File: src/pkg/apc_pkg.sv
// Purpose: Shared constants for the converter pin interface control block.
// Assumes: Sixteen data pins and three converter pairs.
// Notes:   Sync vector positions index the bundled, synchronised host pins.
package apc_pkg;
  localparam int WORD_W     = 16;  // Width of the shared data pins.
  localparam int PAIRS      = 3;   // Number of converter pairs.
  localparam int WORDS_PAIR = 2;   // Result words delivered per pair.
  localparam int FIFO_DEPTH = 16;  // Result buffer depth.
  // Positions inside the synchronised pin vector.
  localparam int P_CS   = 0;
  localparam int P_RD   = 1;
  localparam int P_WR   = 2;
  localparam int P_ST   = 3;       // Three start pins, 3..5.
  localparam int P_SCLK = 6;
  localparam int P_RNG  = 7;
  localparam int P_RST  = 8;
  localparam int P_SER  = 9;
  localparam int P_HWS  = 10;
  localparam int P_LSEL = 11;      // Three lane selects, 11..13.
  localparam int P_DAT  = 14;      // Sixteen data pins, 14..29.
  localparam int SYNC_W = 30;
  // Data pins that carry the serial lanes and the buffer control.
  localparam int PIN_LANE_A = 8;
  localparam int PIN_REFBUF = 14;
  // Control register fields.
  localparam int CTRL_PAIR = 0;    // Pair enables, bits 2..0.
  localparam int CTRL_RNG  = 3;    // Pair range bits, bits 5..3.
  localparam logic [WORD_W-1:0] CTRL_RESET = 16'h0000;
endpackage

File: src/verilog/apc_fifo.sv
// Purpose: Result buffer with valid/ready on both sides.
// Assumes: Single clock; flush empties it in one cycle.
// Notes:   Read data come from a register that tracks the next head word.
`timescale 1ns/1ps
module apc_fifo #(
  parameter int WIDTH = 16,
  parameter int DEPTH = 16
) (
  // Clock and reset
  input  wire logic             clock,
  input  wire logic             rst,
  input  wire logic             flush,
  // Fill side
  input  wire logic             in_valid,
  input  wire logic [WIDTH-1:0] in_data,
  output logic                  in_ready,
  // Drain side
  output logic                  out_valid,
  output logic [WIDTH-1:0]      out_data,
  input  wire logic             out_ready
);
  localparam int AW = (DEPTH > 1) ? $clog2(DEPTH) : 1;
  localparam int CW = $clog2(DEPTH + 1);

  initial begin
    if (DEPTH < 2 || WIDTH < 1) $error("apc_fifo: DEPTH must be at least 2");
  end

  typedef struct packed {
    logic [DEPTH-1:0][WIDTH-1:0] mem;
    logic [AW-1:0]               wr;
    logic [AW-1:0]               rd;
    logic [CW-1:0]               cnt;
    logic [WIDTH-1:0]            rdata;
    logic                        rdy;
    logic                        vld;
  } apc_fifo_state_type;

  apc_fifo_state_type q;
  apc_fifo_state_type n;
  logic               push;
  logic               pop;
  logic [AW-1:0]      rd_next;

  // Wrapping pointer step; depth need not be a power of two.
  function automatic logic [AW-1:0] step(input logic [AW-1:0] p);
    step = (p == AW'(DEPTH - 1)) ? '0 : AW'(p + 1'b1);
  endfunction

  // Next state; a write to the next head address is bypassed into the read register.
  always_comb begin
    n       = q;
    push    = in_valid & q.rdy;
    pop     = out_ready & q.vld;
    rd_next = pop ? step(q.rd) : q.rd;
    n.rd    = rd_next;
    if (push) begin
      n.mem[q.wr] = in_data;
      n.wr        = step(q.wr);
    end
    n.cnt   = CW'(q.cnt + CW'(push) - CW'(pop));
    n.rdata = (push && q.wr == rd_next) ? in_data : q.mem[rd_next];
    n.rdy   = (n.cnt != CW'(DEPTH));
    n.vld   = (n.cnt != '0);
    if (flush) begin
      n.wr  = '0;
      n.rd  = '0;
      n.cnt = '0;
      n.rdy = 1'b1;
      n.vld = 1'b0;
    end
  end

  // Single state register.
  always_ff @(posedge clock or posedge rst) begin
    if (rst) begin
      q     <= '0;
      q.rdy <= 1'b1;
    end else begin
      q <= n;
    end
  end

  assign in_ready  = q.rdy;
  assign out_valid = q.vld;
  assign out_data  = q.rdata;
endmodule

File: src/verilog/apc_pin_ctrl.sv
// Purpose: Pin behaviour of a six-channel simultaneous-sampling converter.
// Assumes: Host pins are asynchronous and pass two flip-flops first.
// Notes:   Results from the converter core queue in a 16-word buffer.
// Notes on behaviour
// Serial lane B select drives pin 9.
// Serial lane C select drives pin 10.
// Host grounds pin 11 in serial mode.
// Parallel read drives data while selected.
// Parallel write captures pins into control.
// Narrow variants pad upper bits with zero.
// Serial mode: pin 14 sets reference buffers.
// Software mode reset aborts, clears control.
// Hardware mode reset latches selection pins.
// Host pulses reset once after power-up.
// Start low in reset needs full pulse.
// Hardware mode reset only between conversions.
// Hardware mode range latched at busy fall.
// Software mode range from control bits.
// Host grounds pins 12, 13, 15 serially.
// Serial lane A select drives pin 8.
// Pair choice by pins or control register.
// Busy high until all results buffered.
`timescale 1ns/1ps
module apc_pin_ctrl
  import apc_pkg::*;
#(
  parameter int RESOLUTION = 16
) (
  // Clock and reset
  input  wire logic                  clock,
  input  wire logic                  rst,
  // Host control pins
  input  wire logic                  chip_select_n,
  input  wire logic                  read_n,
  input  wire logic                  write_n,
  input  wire logic [2:0]            conversion_start_n,
  input  wire logic                  serial_clock,
  input  wire logic                  range_pin,
  input  wire logic                  reset_pin,
  input  wire logic                  serial_parallel_select,
  input  wire logic                  hw_sw_select,
  input  wire logic [2:0]            lane_select,
  // Shared data pins and the busy output
  input  wire logic [apc_pkg::WORD_W-1:0] data_in,
  output logic [apc_pkg::WORD_W-1:0] data_out,
  output logic [apc_pkg::WORD_W-1:0] data_oe_n,
  output logic                       busy,
  // Converter core side
  input  wire logic                  sample_valid,
  input  wire logic [apc_pkg::WORD_W-1:0] sample_data,
  output logic                       sample_ready,
  output logic                       convert_start,
  output logic [2:0]                 convert_pairs,
  output logic [2:0]                 range_select,
  output logic                       reference_buffer_enable
);
  import apc_pkg::*;

  // Idle levels of the host pins: strobes, start pins and serial clock high, all else low.
  // Resetting the stages to these levels avoids a false reset-pin pulse and a stray buffer enable.
  localparam logic [SYNC_W-1:0] SYNC_IDLE = 30'h0000007F;

  initial begin
    if (RESOLUTION != 16 && RESOLUTION != 14 && RESOLUTION != 12) $error("apc_pin_ctrl: bad RESOLUTION");
  end

  typedef enum logic [2:0] {
    SER_IDLE  = 3'b001,
    SER_LOAD  = 3'b010,
    SER_SHIFT = 3'b100
  } apc_ser_type;

  typedef struct packed {
    logic [SYNC_W-1:0]           s1;
    logic [SYNC_W-1:0]           s2;
    logic [SYNC_W-1:0]           prev;
    logic [WORD_W-1:0]           ctrl;
    logic                        armed;
    logic                        busy;
    logic                        conv_start;
    logic [2:0]                  pairs;
    logic [2:0]                  need;
    logic                        range_hw;
    logic [2:0]                  range_out;
    logic                        refbuf;
    logic [WORD_W-1:0]           dout;
    logic [WORD_W-1:0]           doe_n;
    apc_ser_type                 sst;
    logic [1:0]                  lane;
    logic [PAIRS-1:0][WORD_W-1:0] sh;
  } apc_state_type;

  apc_state_type     q;
  apc_state_type     n;
  logic [SYNC_W-1:0] pins;
  logic              fifo_valid;
  logic              fifo_ready;
  logic [WORD_W-1:0] fifo_data;
  logic              pop;
  logic              push;
  logic              flush;
  logic              cs;
  logic              rd_act;
  logic              ser;
  logic              sw;
  logic [2:0]        st_fall;
  logic [2:0]        st_rise;
  logic [2:0]        trig;
  logic [2:0]        sel;

  // Upper bits beyond the variant's resolution always read as zero.
  function automatic logic [WORD_W-1:0] pad(input logic [WORD_W-1:0] w);
    pad = w & WORD_W'((17'h1_0000 >> (WORD_W - RESOLUTION)) - 17'h0_0001);
  endfunction

  // Two result words per enabled pair.
  function automatic logic [2:0] words(input logic [2:0] p);
    words = 3'(WORDS_PAIR * (int'(p[0]) + int'(p[1]) + int'(p[2])));
  endfunction

  assign pins = {data_in, lane_select, hw_sw_select, serial_parallel_select, reset_pin,
                 range_pin, serial_clock, conversion_start_n, write_n, read_n, chip_select_n};

  // Decoded views of the synchronised pins; the second stage is read, and the start edges also compare it with prev.
  assign cs      = ~q.s2[P_CS];
  assign rd_act  = cs & ~q.s2[P_RD];
  assign ser     = q.s2[P_SER];
  assign sw      = q.s2[P_HWS];
  assign sel     = q.s2[P_LSEL +: 3];
  assign st_fall = q.prev[P_ST +: 3] & ~q.s2[P_ST +: 3];
  assign st_rise = ~q.prev[P_ST +: 3] & q.s2[P_ST +: 3];
  assign trig    = sw ? 3'b001 : 3'b111;
  assign push    = sample_valid & q.busy;
  assign flush   = q.s2[P_RST];

  // Whole next-state function of the block.
  always_comb begin
    n            = q;
    pop          = 1'b0;
    n.s1         = pins;
    n.s2         = q.s1;
    n.prev       = q.s2;
    n.conv_start = 1'b0;
    if (q.s2[P_RST]) begin
      n.busy  = 1'b0;
      n.armed = 1'b0;
      n.need  = '0;
      n.sst   = SER_IDLE;
      if (sw) begin
        n.ctrl = CTRL_RESET;
      end else begin
        n.range_hw = q.s2[P_RNG];
      end
    end else begin
      // A start must fall after reset before its rise can launch a conversion.
      if (|(st_fall & trig)) begin
        n.armed = 1'b1;
      end
      if (!q.busy && q.armed && |(st_rise & trig)) begin
        n.pairs      = sw ? q.ctrl[CTRL_PAIR +: 3] : st_rise;
        n.need       = words(n.pairs);
        n.busy       = (n.pairs != 3'b000);
        n.conv_start = n.busy;
        n.armed      = 1'b0;
      end
      if (q.busy && push && fifo_ready) begin
        n.need = 3'(q.need - 3'd1);
        if (q.need == 3'd1) begin
          n.busy = 1'b0;
          if (!sw) begin
            n.range_hw = q.s2[P_RNG];
          end
        end
      end
      // Control capture at the end of a parallel write strobe.
      if (!ser && cs && !q.prev[P_WR] && q.s2[P_WR]) begin
        n.ctrl = q.s2[P_DAT +: WORD_W];
      end
    end
    // The range seen by the core only changes between conversions.
    if (!q.busy) begin
      n.range_out = sw ? q.ctrl[CTRL_RNG +: 3] : {3{q.range_hw}};
    end
    if (ser) begin
      n.refbuf = q.s2[P_DAT + PIN_REFBUF];
    end
    // Parallel read: one buffered word per read strobe.
    n.doe_n = '1;
    if (!ser) begin
      if (rd_act && !(~q.prev[P_CS] & ~q.prev[P_RD]) && fifo_valid) begin
        pop    = 1'b1;
        n.dout = pad(fifo_data);
      end
      if (rd_act) begin
        n.doe_n = '0;
      end
    end
    // Serial frame: load one word per selected lane, then shift on clock falls.
    case (q.sst)
      SER_IDLE: begin
        if (ser && cs && q.prev[P_CS]) begin
          n.sst  = SER_LOAD;
          n.lane = 2'd0;
        end
      end
      SER_LOAD: begin
        if (sel[q.lane] && fifo_valid) begin
          pop           = 1'b1;
          n.sh[q.lane]  = pad(fifo_data);
        end else begin
          n.sh[q.lane]  = '0;
        end
        n.lane = 2'(q.lane + 2'd1);
        if (q.lane == 2'd2) begin
          n.sst = SER_SHIFT;
        end
      end
      SER_SHIFT: begin
        if (q.prev[P_SCLK] && !q.s2[P_SCLK]) begin
          for (int i = 0; i < PAIRS; i++) begin
            n.sh[i] = {q.sh[i][WORD_W-2:0], 1'b0};
          end
        end
        if (!cs || !ser) begin
          n.sst = SER_IDLE;
        end
      end
      default: begin
        n.sst = SER_IDLE;
      end
    endcase
    if (ser) begin
      for (int i = 0; i < PAIRS; i++) begin
        n.dout[PIN_LANE_A + i]  = n.sh[i][WORD_W-1];
        n.doe_n[PIN_LANE_A + i] = ~(sel[i] & cs);
      end
    end
    if (q.s2[P_RST]) begin
      pop = 1'b0;
    end
  end

  // Single state register; the three-state enables idle high.
  always_ff @(posedge clock or posedge rst) begin
    if (rst) begin
      q       <= '0;
      q.ctrl  <= CTRL_RESET;
      q.doe_n <= '1;
      q.sst   <= SER_IDLE;
      q.s1    <= SYNC_IDLE;
      q.s2    <= SYNC_IDLE;
      q.prev  <= SYNC_IDLE;
    end else begin
      q <= n;
    end
  end

  apc_fifo #(
    .WIDTH (WORD_W),
    .DEPTH (FIFO_DEPTH)
  ) u_fifo (
    .clock     (clock),
    .rst       (rst),
    .flush     (flush),
    .in_valid  (push),
    .in_data   (sample_data),
    .in_ready  (fifo_ready),
    .out_valid (fifo_valid),
    .out_data  (fifo_data),
    .out_ready (pop)
  );

  assign data_out                = q.dout;
  assign data_oe_n               = q.doe_n;
  assign busy                    = q.busy;
  assign sample_ready            = fifo_ready;
  assign convert_start           = q.conv_start;
  assign convert_pairs           = q.pairs;
  assign range_select            = q.range_out;
  assign reference_buffer_enable = q.refbuf;
endmodule

File: config.mk
export PLATFORM = sky130hd
export DESIGN_NAME = apc_pin_ctrl
export DESIGN_NICKNAME = d
export VERILOG_FILES = /design/src/pkg/apc_pkg.sv /design/src/verilog/apc_fifo.sv /design/src/verilog/apc_pin_ctrl.sv
export SDC_FILE = /design/constraint.sdc
export NUM_CORES = 1
export LEC_CHECK = 0
export BUFFER_PORTS_ARGS = -buffer_cell sky130_fd_sc_hd__buf_2
export CAP_MARGIN = 15
export CORE_UTILIZATION = 24
export DETAILED_ROUTE_END_ITERATION = 6
export PLACE_DENSITY = 0.5
export SYNTH_ARGS = -nofsm -noshare
export SYNTH_HDL_FRONTEND = slang
export SYNTH_SLANG_ARGS = --single-unit
File: constraint.sdc
create_clock -name clock -period 12.5 [get_ports clock]
set_clock_uncertainty 0.05 [all_clocks]
set_input_delay 0.625 -clock clock [delete_from_list [all_inputs] [get_ports clock]]
set_output_delay 0.625 -clock clock [all_outputs]
set_load 0.05 [all_outputs]
# Word-level counts from Yosys, hierarchy flattened
# Index checks and enable logic that the tools add are counted.
# Widths: inputs -> output; s select.
# classes
order_cmp	5
bitwise_logic	25
n_eq_ne	12
addsub	8
n_reduce_logical	41
mux	51
# ops
operator	n
$bwmux 256	1
$mux 48	2
$pmux 48 s2	1
$mux 16	5
$bmux 16 s4	1
$demux 16 s4	1
$and 48x48->48	1
$bwmux 48	1
$not 48->48	1
$demux 16 s2	1
$mux 4	7
$mux 27	1
$mux 3	8
$logic_and 1x1->1	16
$reduce_bool 2->1	7
$mux 13	1
$and 3x3->3	4
$mux 6	2
$reduce_and 2->1	6
$mux 1	11
$mux 11	1
$lt 4x5->1 const B	2
$mux 9	1
$not 1->1	9
32 further kinds	51
# word_totals
word_cells	187
input_bits	49
reg_bits	457

# Depth between registers and ports, before layout
# depth
depth_word	15
depth_mapped	17
ltp_nobuf	15

# By module
# From an unflattened synthesis, not the netlist that was laid out.
# unflattened
hier_cells	1862
hier_area_um2	20872.5
# modules_own_cells
mod	seq_area_each_um2	n_inst	area_each_um2	cells_per_inst
apc_fifo	7183.1	1	14931.8	1336
apc_pin_ctrl	3585.9	1	5940.7	526

# Worst setup path before layout
# OpenSTA, ideal clock, no wires.
# synth_timing
path_type	reg2reg
from	register q (netlist bit busy)
to	register u_fifo.q (netlist bit u_fifo.out_valid)
path_slack_ns	9.535
n_path_buf	2
required_time_ns	12.314
t_arrival_ns	2.779
period_less_slack_ns	2.965
stages_incl_launch_ff	11
cell_sequence	dfrtp_1 -> clkbuf_1 -> nand3_1 -> inv_1 -> buf_1 -> ha_1 -> inv_1 -> fa_1 -> xnor2_1 -> nor4b_1 -> a21oi_1
# synth_lines
item	line_no	rtl
start, declared	apc_pin_ctrl.sv:93	apc_state_type q;
start signal, assigned	apc_pin_ctrl.sv:254	q <= n;
end signal, assigned	apc_fifo.sv:80	q <= n;
end, declared	apc_fifo.sv:39	apc_fifo_state_type q;

==> out/results.ini <==
[setup_path]
crit_path_start_kind = flip-flop
r2r-end = u_fifo.out_data[7]
worstReg2RegStart = n[124]
end_kind = flip-flop
path_max_fanout = 44
r2r_cells = 11
crit_required_ns = 12.85
worst_ep_arrival_time_ns = 5.67
worstSetupPathType = flip-flop to flip-flop
rrSetupSlack_ns = 7.17

[detailed_routing]
routed-via-count = 12720
initialDrtViolationCount = 794
vias_per_cell = 4.657
drc = 0
drt-total-wl_microns = 50150
avgRoutedWirePerCell_microns = 18.36
drt_pass1_iterations = 6
drt.antenna.violating_nets = 0

[sta]
tns_ns = 0
post-route-period-util_pct = 42.60
grt_setup_unrepaired = no
tightest_slew_ns = 1.184
slew_headroom_pct = 20.97
holdWs_ns = 0.08479
max_freq_mhz = 187.8
fin_crit_ns = 5.325
setup_violations = 0
final_hold_viol_count = 0
slew_viol_final = 0

[clock_tree]
insertion_delay_ns = 0.59
cts_setup_buffers = 0
cts_resized = 0
hold_buffers = 1
cts_tree = built
cts_buffers = 48
clock_sinks = 429
clk_path_buf_depth = 3
path_clk_slew_ns = 0.06
ctsRootBufferMaster = clkbuf_16
cts_max_level = 2

[layout]
final_common_cell = dfrtp_1
area_delta_synth_final_pct = 15.16
final_cell_mix = dfrtp_1, mux2_2, nand2_1
nets = 1718
drive_gt1_share_pct = 30.67

[status]
outcome = finished clean

[yosys]
syn_nets = 1708
syn_area_per_cell_sq_um = 11.56
ys.flop_type = dfrtp_1
synth-edff-count = 0
async_flop_share_pct = 100.0
ys_seq_area_share_pct = 56.72
synth_seq_cells = 429
synthTopCellsByArea = dfrtp_1, mux2_2, nand2_1
netlist_instances = 1642
synth_area_sq_um = 18990
ys_warn_count = 0
yosysTopAreaCellShare_pct = 52.99
yosysTopAreaCell = dfrtp_1
ys_types = 58

[global_routing]
grt_pass1_wl_microns = 77470
first_global_vias = 12980
grt_max_degree = 82
track_usage_pct = 12.38
overflow = 0
antenna_found_initial = 6

[min_path]
hp-class = input port to flip-flop
hp-start = read_n
min_path_cells = 1
worstHoldEndpoint = n[146]

[die]
initial_utilization_pct = 24.39
die_h_microns = 283.3
ios = 91
core-area_sq_um = 77850
rows = 102
die_area_sq_um = 80240
dieWidth_microns = 283.3

[place]
port_buffers = 81
gp_congestion = 0.7461
dp_hpwl_microns = 29330

[pwr]
power_density_nw_per_um2 = 151.5
leakage_nw = 9.965
vdd_drop_max_mv = 0.09511

[flow_run]
drv_cap = 0

## state kept, by name, summed over array words and instances, names as in the netlist
name,flops
u_fifo.q,269
u_fifo.out_data,16
busy,1
data_oe_n,4
u_fifo.out_valid,1
u_fifo.in_ready,1
n,41
convert_start,1
reference_buffer_enable,1
data_out,16
convert_pairs,3
range_select,3
q,71
flush,1
## final cells by class
cell class              instances  area, sq um
fillers                      8039        55980
flip-flops and latches        429        10770
multi-input cells            1032         7433
clock buffers                  66         1389
well taps                    1040         1301
repair buffers                110        625.6
clock inverters                21        221.5
inverters                      31        120.1
diodes                          2        5.005
## metal layers
| metal | global-route usage, % | wire length [microns] | vias up |
|---|---|---|---|
| met5 | 0 | 26 | - |
| met4 | 5.054 | 1840 | 4 |
| li1 | - | - | 5778 |
| met3 | 2.287 | 2168 | 110 |
| met1 | 16.36 | 22760 | 6555 |
| met2 | 19.90 | 23350 | 272 |
## synthesized netlist by cell type, types with 3 or more instances
cell type and instances:
and2_1 3, o31ai_1 3, nand2_1 253, xnor2_1 8, o41ai_1 12, mux2_2 268, mux2i_1 7, buf_2 29
nor2b_1 11, a31oi_1 3, nand3_1 37, a32o_1 3, o22ai_1 4, a211oi_1 23, a311oi_1 29, o21ai_1 4
a22oi_1 57, and3_1 19, dfstp_2 27, ha_1 15, buf_4 43, clkbuf_1 76, a222oi_1 3, o21ai_0 70
a21oi_1 88, nor4b_1 3, nand2b_1 7, nor3_1 3, dfrtp_1 402, inv_1 31, a21boi_0 14, nor2_1 50
## power by group
part / total, W / internal, W / leakage (nW) / switching, W
combinational: 0.000334 / 0.000111 / 3.40 / 0.000223
clock: 0.00141 / 0.000824 / 0.797 / 0.000584
sequential: 0.00157 / 0.00148 / 5.77 / 0.0000901
## stage by stage
stage | power, W | instance area, sq um | util, % | cells | setup slack [ns]
final | 0.003313 | 21860 | 28.09 | 2731 | 7.175
after global routing | 0.003460 | 21860 | 28.08 | 2730 | 6.865
after CTS | 0.003371 | 21860 | 28.08 | 2729 | 7.239
after detailed placement | 0.001932 | 20240 | 26.00 | 2641 | 7.218
after global placement | 0.001924 | 20240 | 26.00 | 2641 | 7.253
after floorplan | 0.001828 | 18990 | - | 1642 | 6.056
## worst max-delay path by stage
stage                         endpoint  depth (start not counted)    from  slack (ns)
floorplan                         busy                          1     rst        6.06
global placement    u_fifo.out_data[8]                         11  n[124]        7.25
detailed placement  u_fifo.out_data[7]                         11  n[124]        7.22
CTS                 u_fifo.out_data[7]                         11  n[124]        7.24
global route        u_fifo.out_data[8]                         11  n[124]        6.87
finish              u_fifo.out_data[7]                         11  n[124]        7.17
## worst max-delay path: stages (launching register included)
cell and delay (ns):
dfrtp_1 0.52, nor3_4 0.31, nand2b_1 0.57, o21a_1 0.35, o21ai_1 0.17, buf_4 0.35, and2_2 0.79, buf_4 0.65
nand2_1 0.11, a311oi_1 0.30, a311oi_1 0.09, o41ai_1 0.86
## kinds of logic (layout without fill, tap and decap cells)
logic type | after synthesis | in the layout | share of synthesized area [%]
other | 0 | 2 | 0
flip-flops | 429 | 429 | 56.72
XOR/XNOR | 11 | 11 | 0.5470
multiplexers | 275 | 275 | 16.26
AND/OR/NAND/NOR | 399 | 399 | 9.187
AO/OA/AOI/OAI | 330 | 330 | 11.46
adder cells (fa/ha/maj) | 17 | 17 | 1.199
buffers and inverters | 181 | 228 | 4.620
No activity file was read; power rests on OpenSTA's default activity.
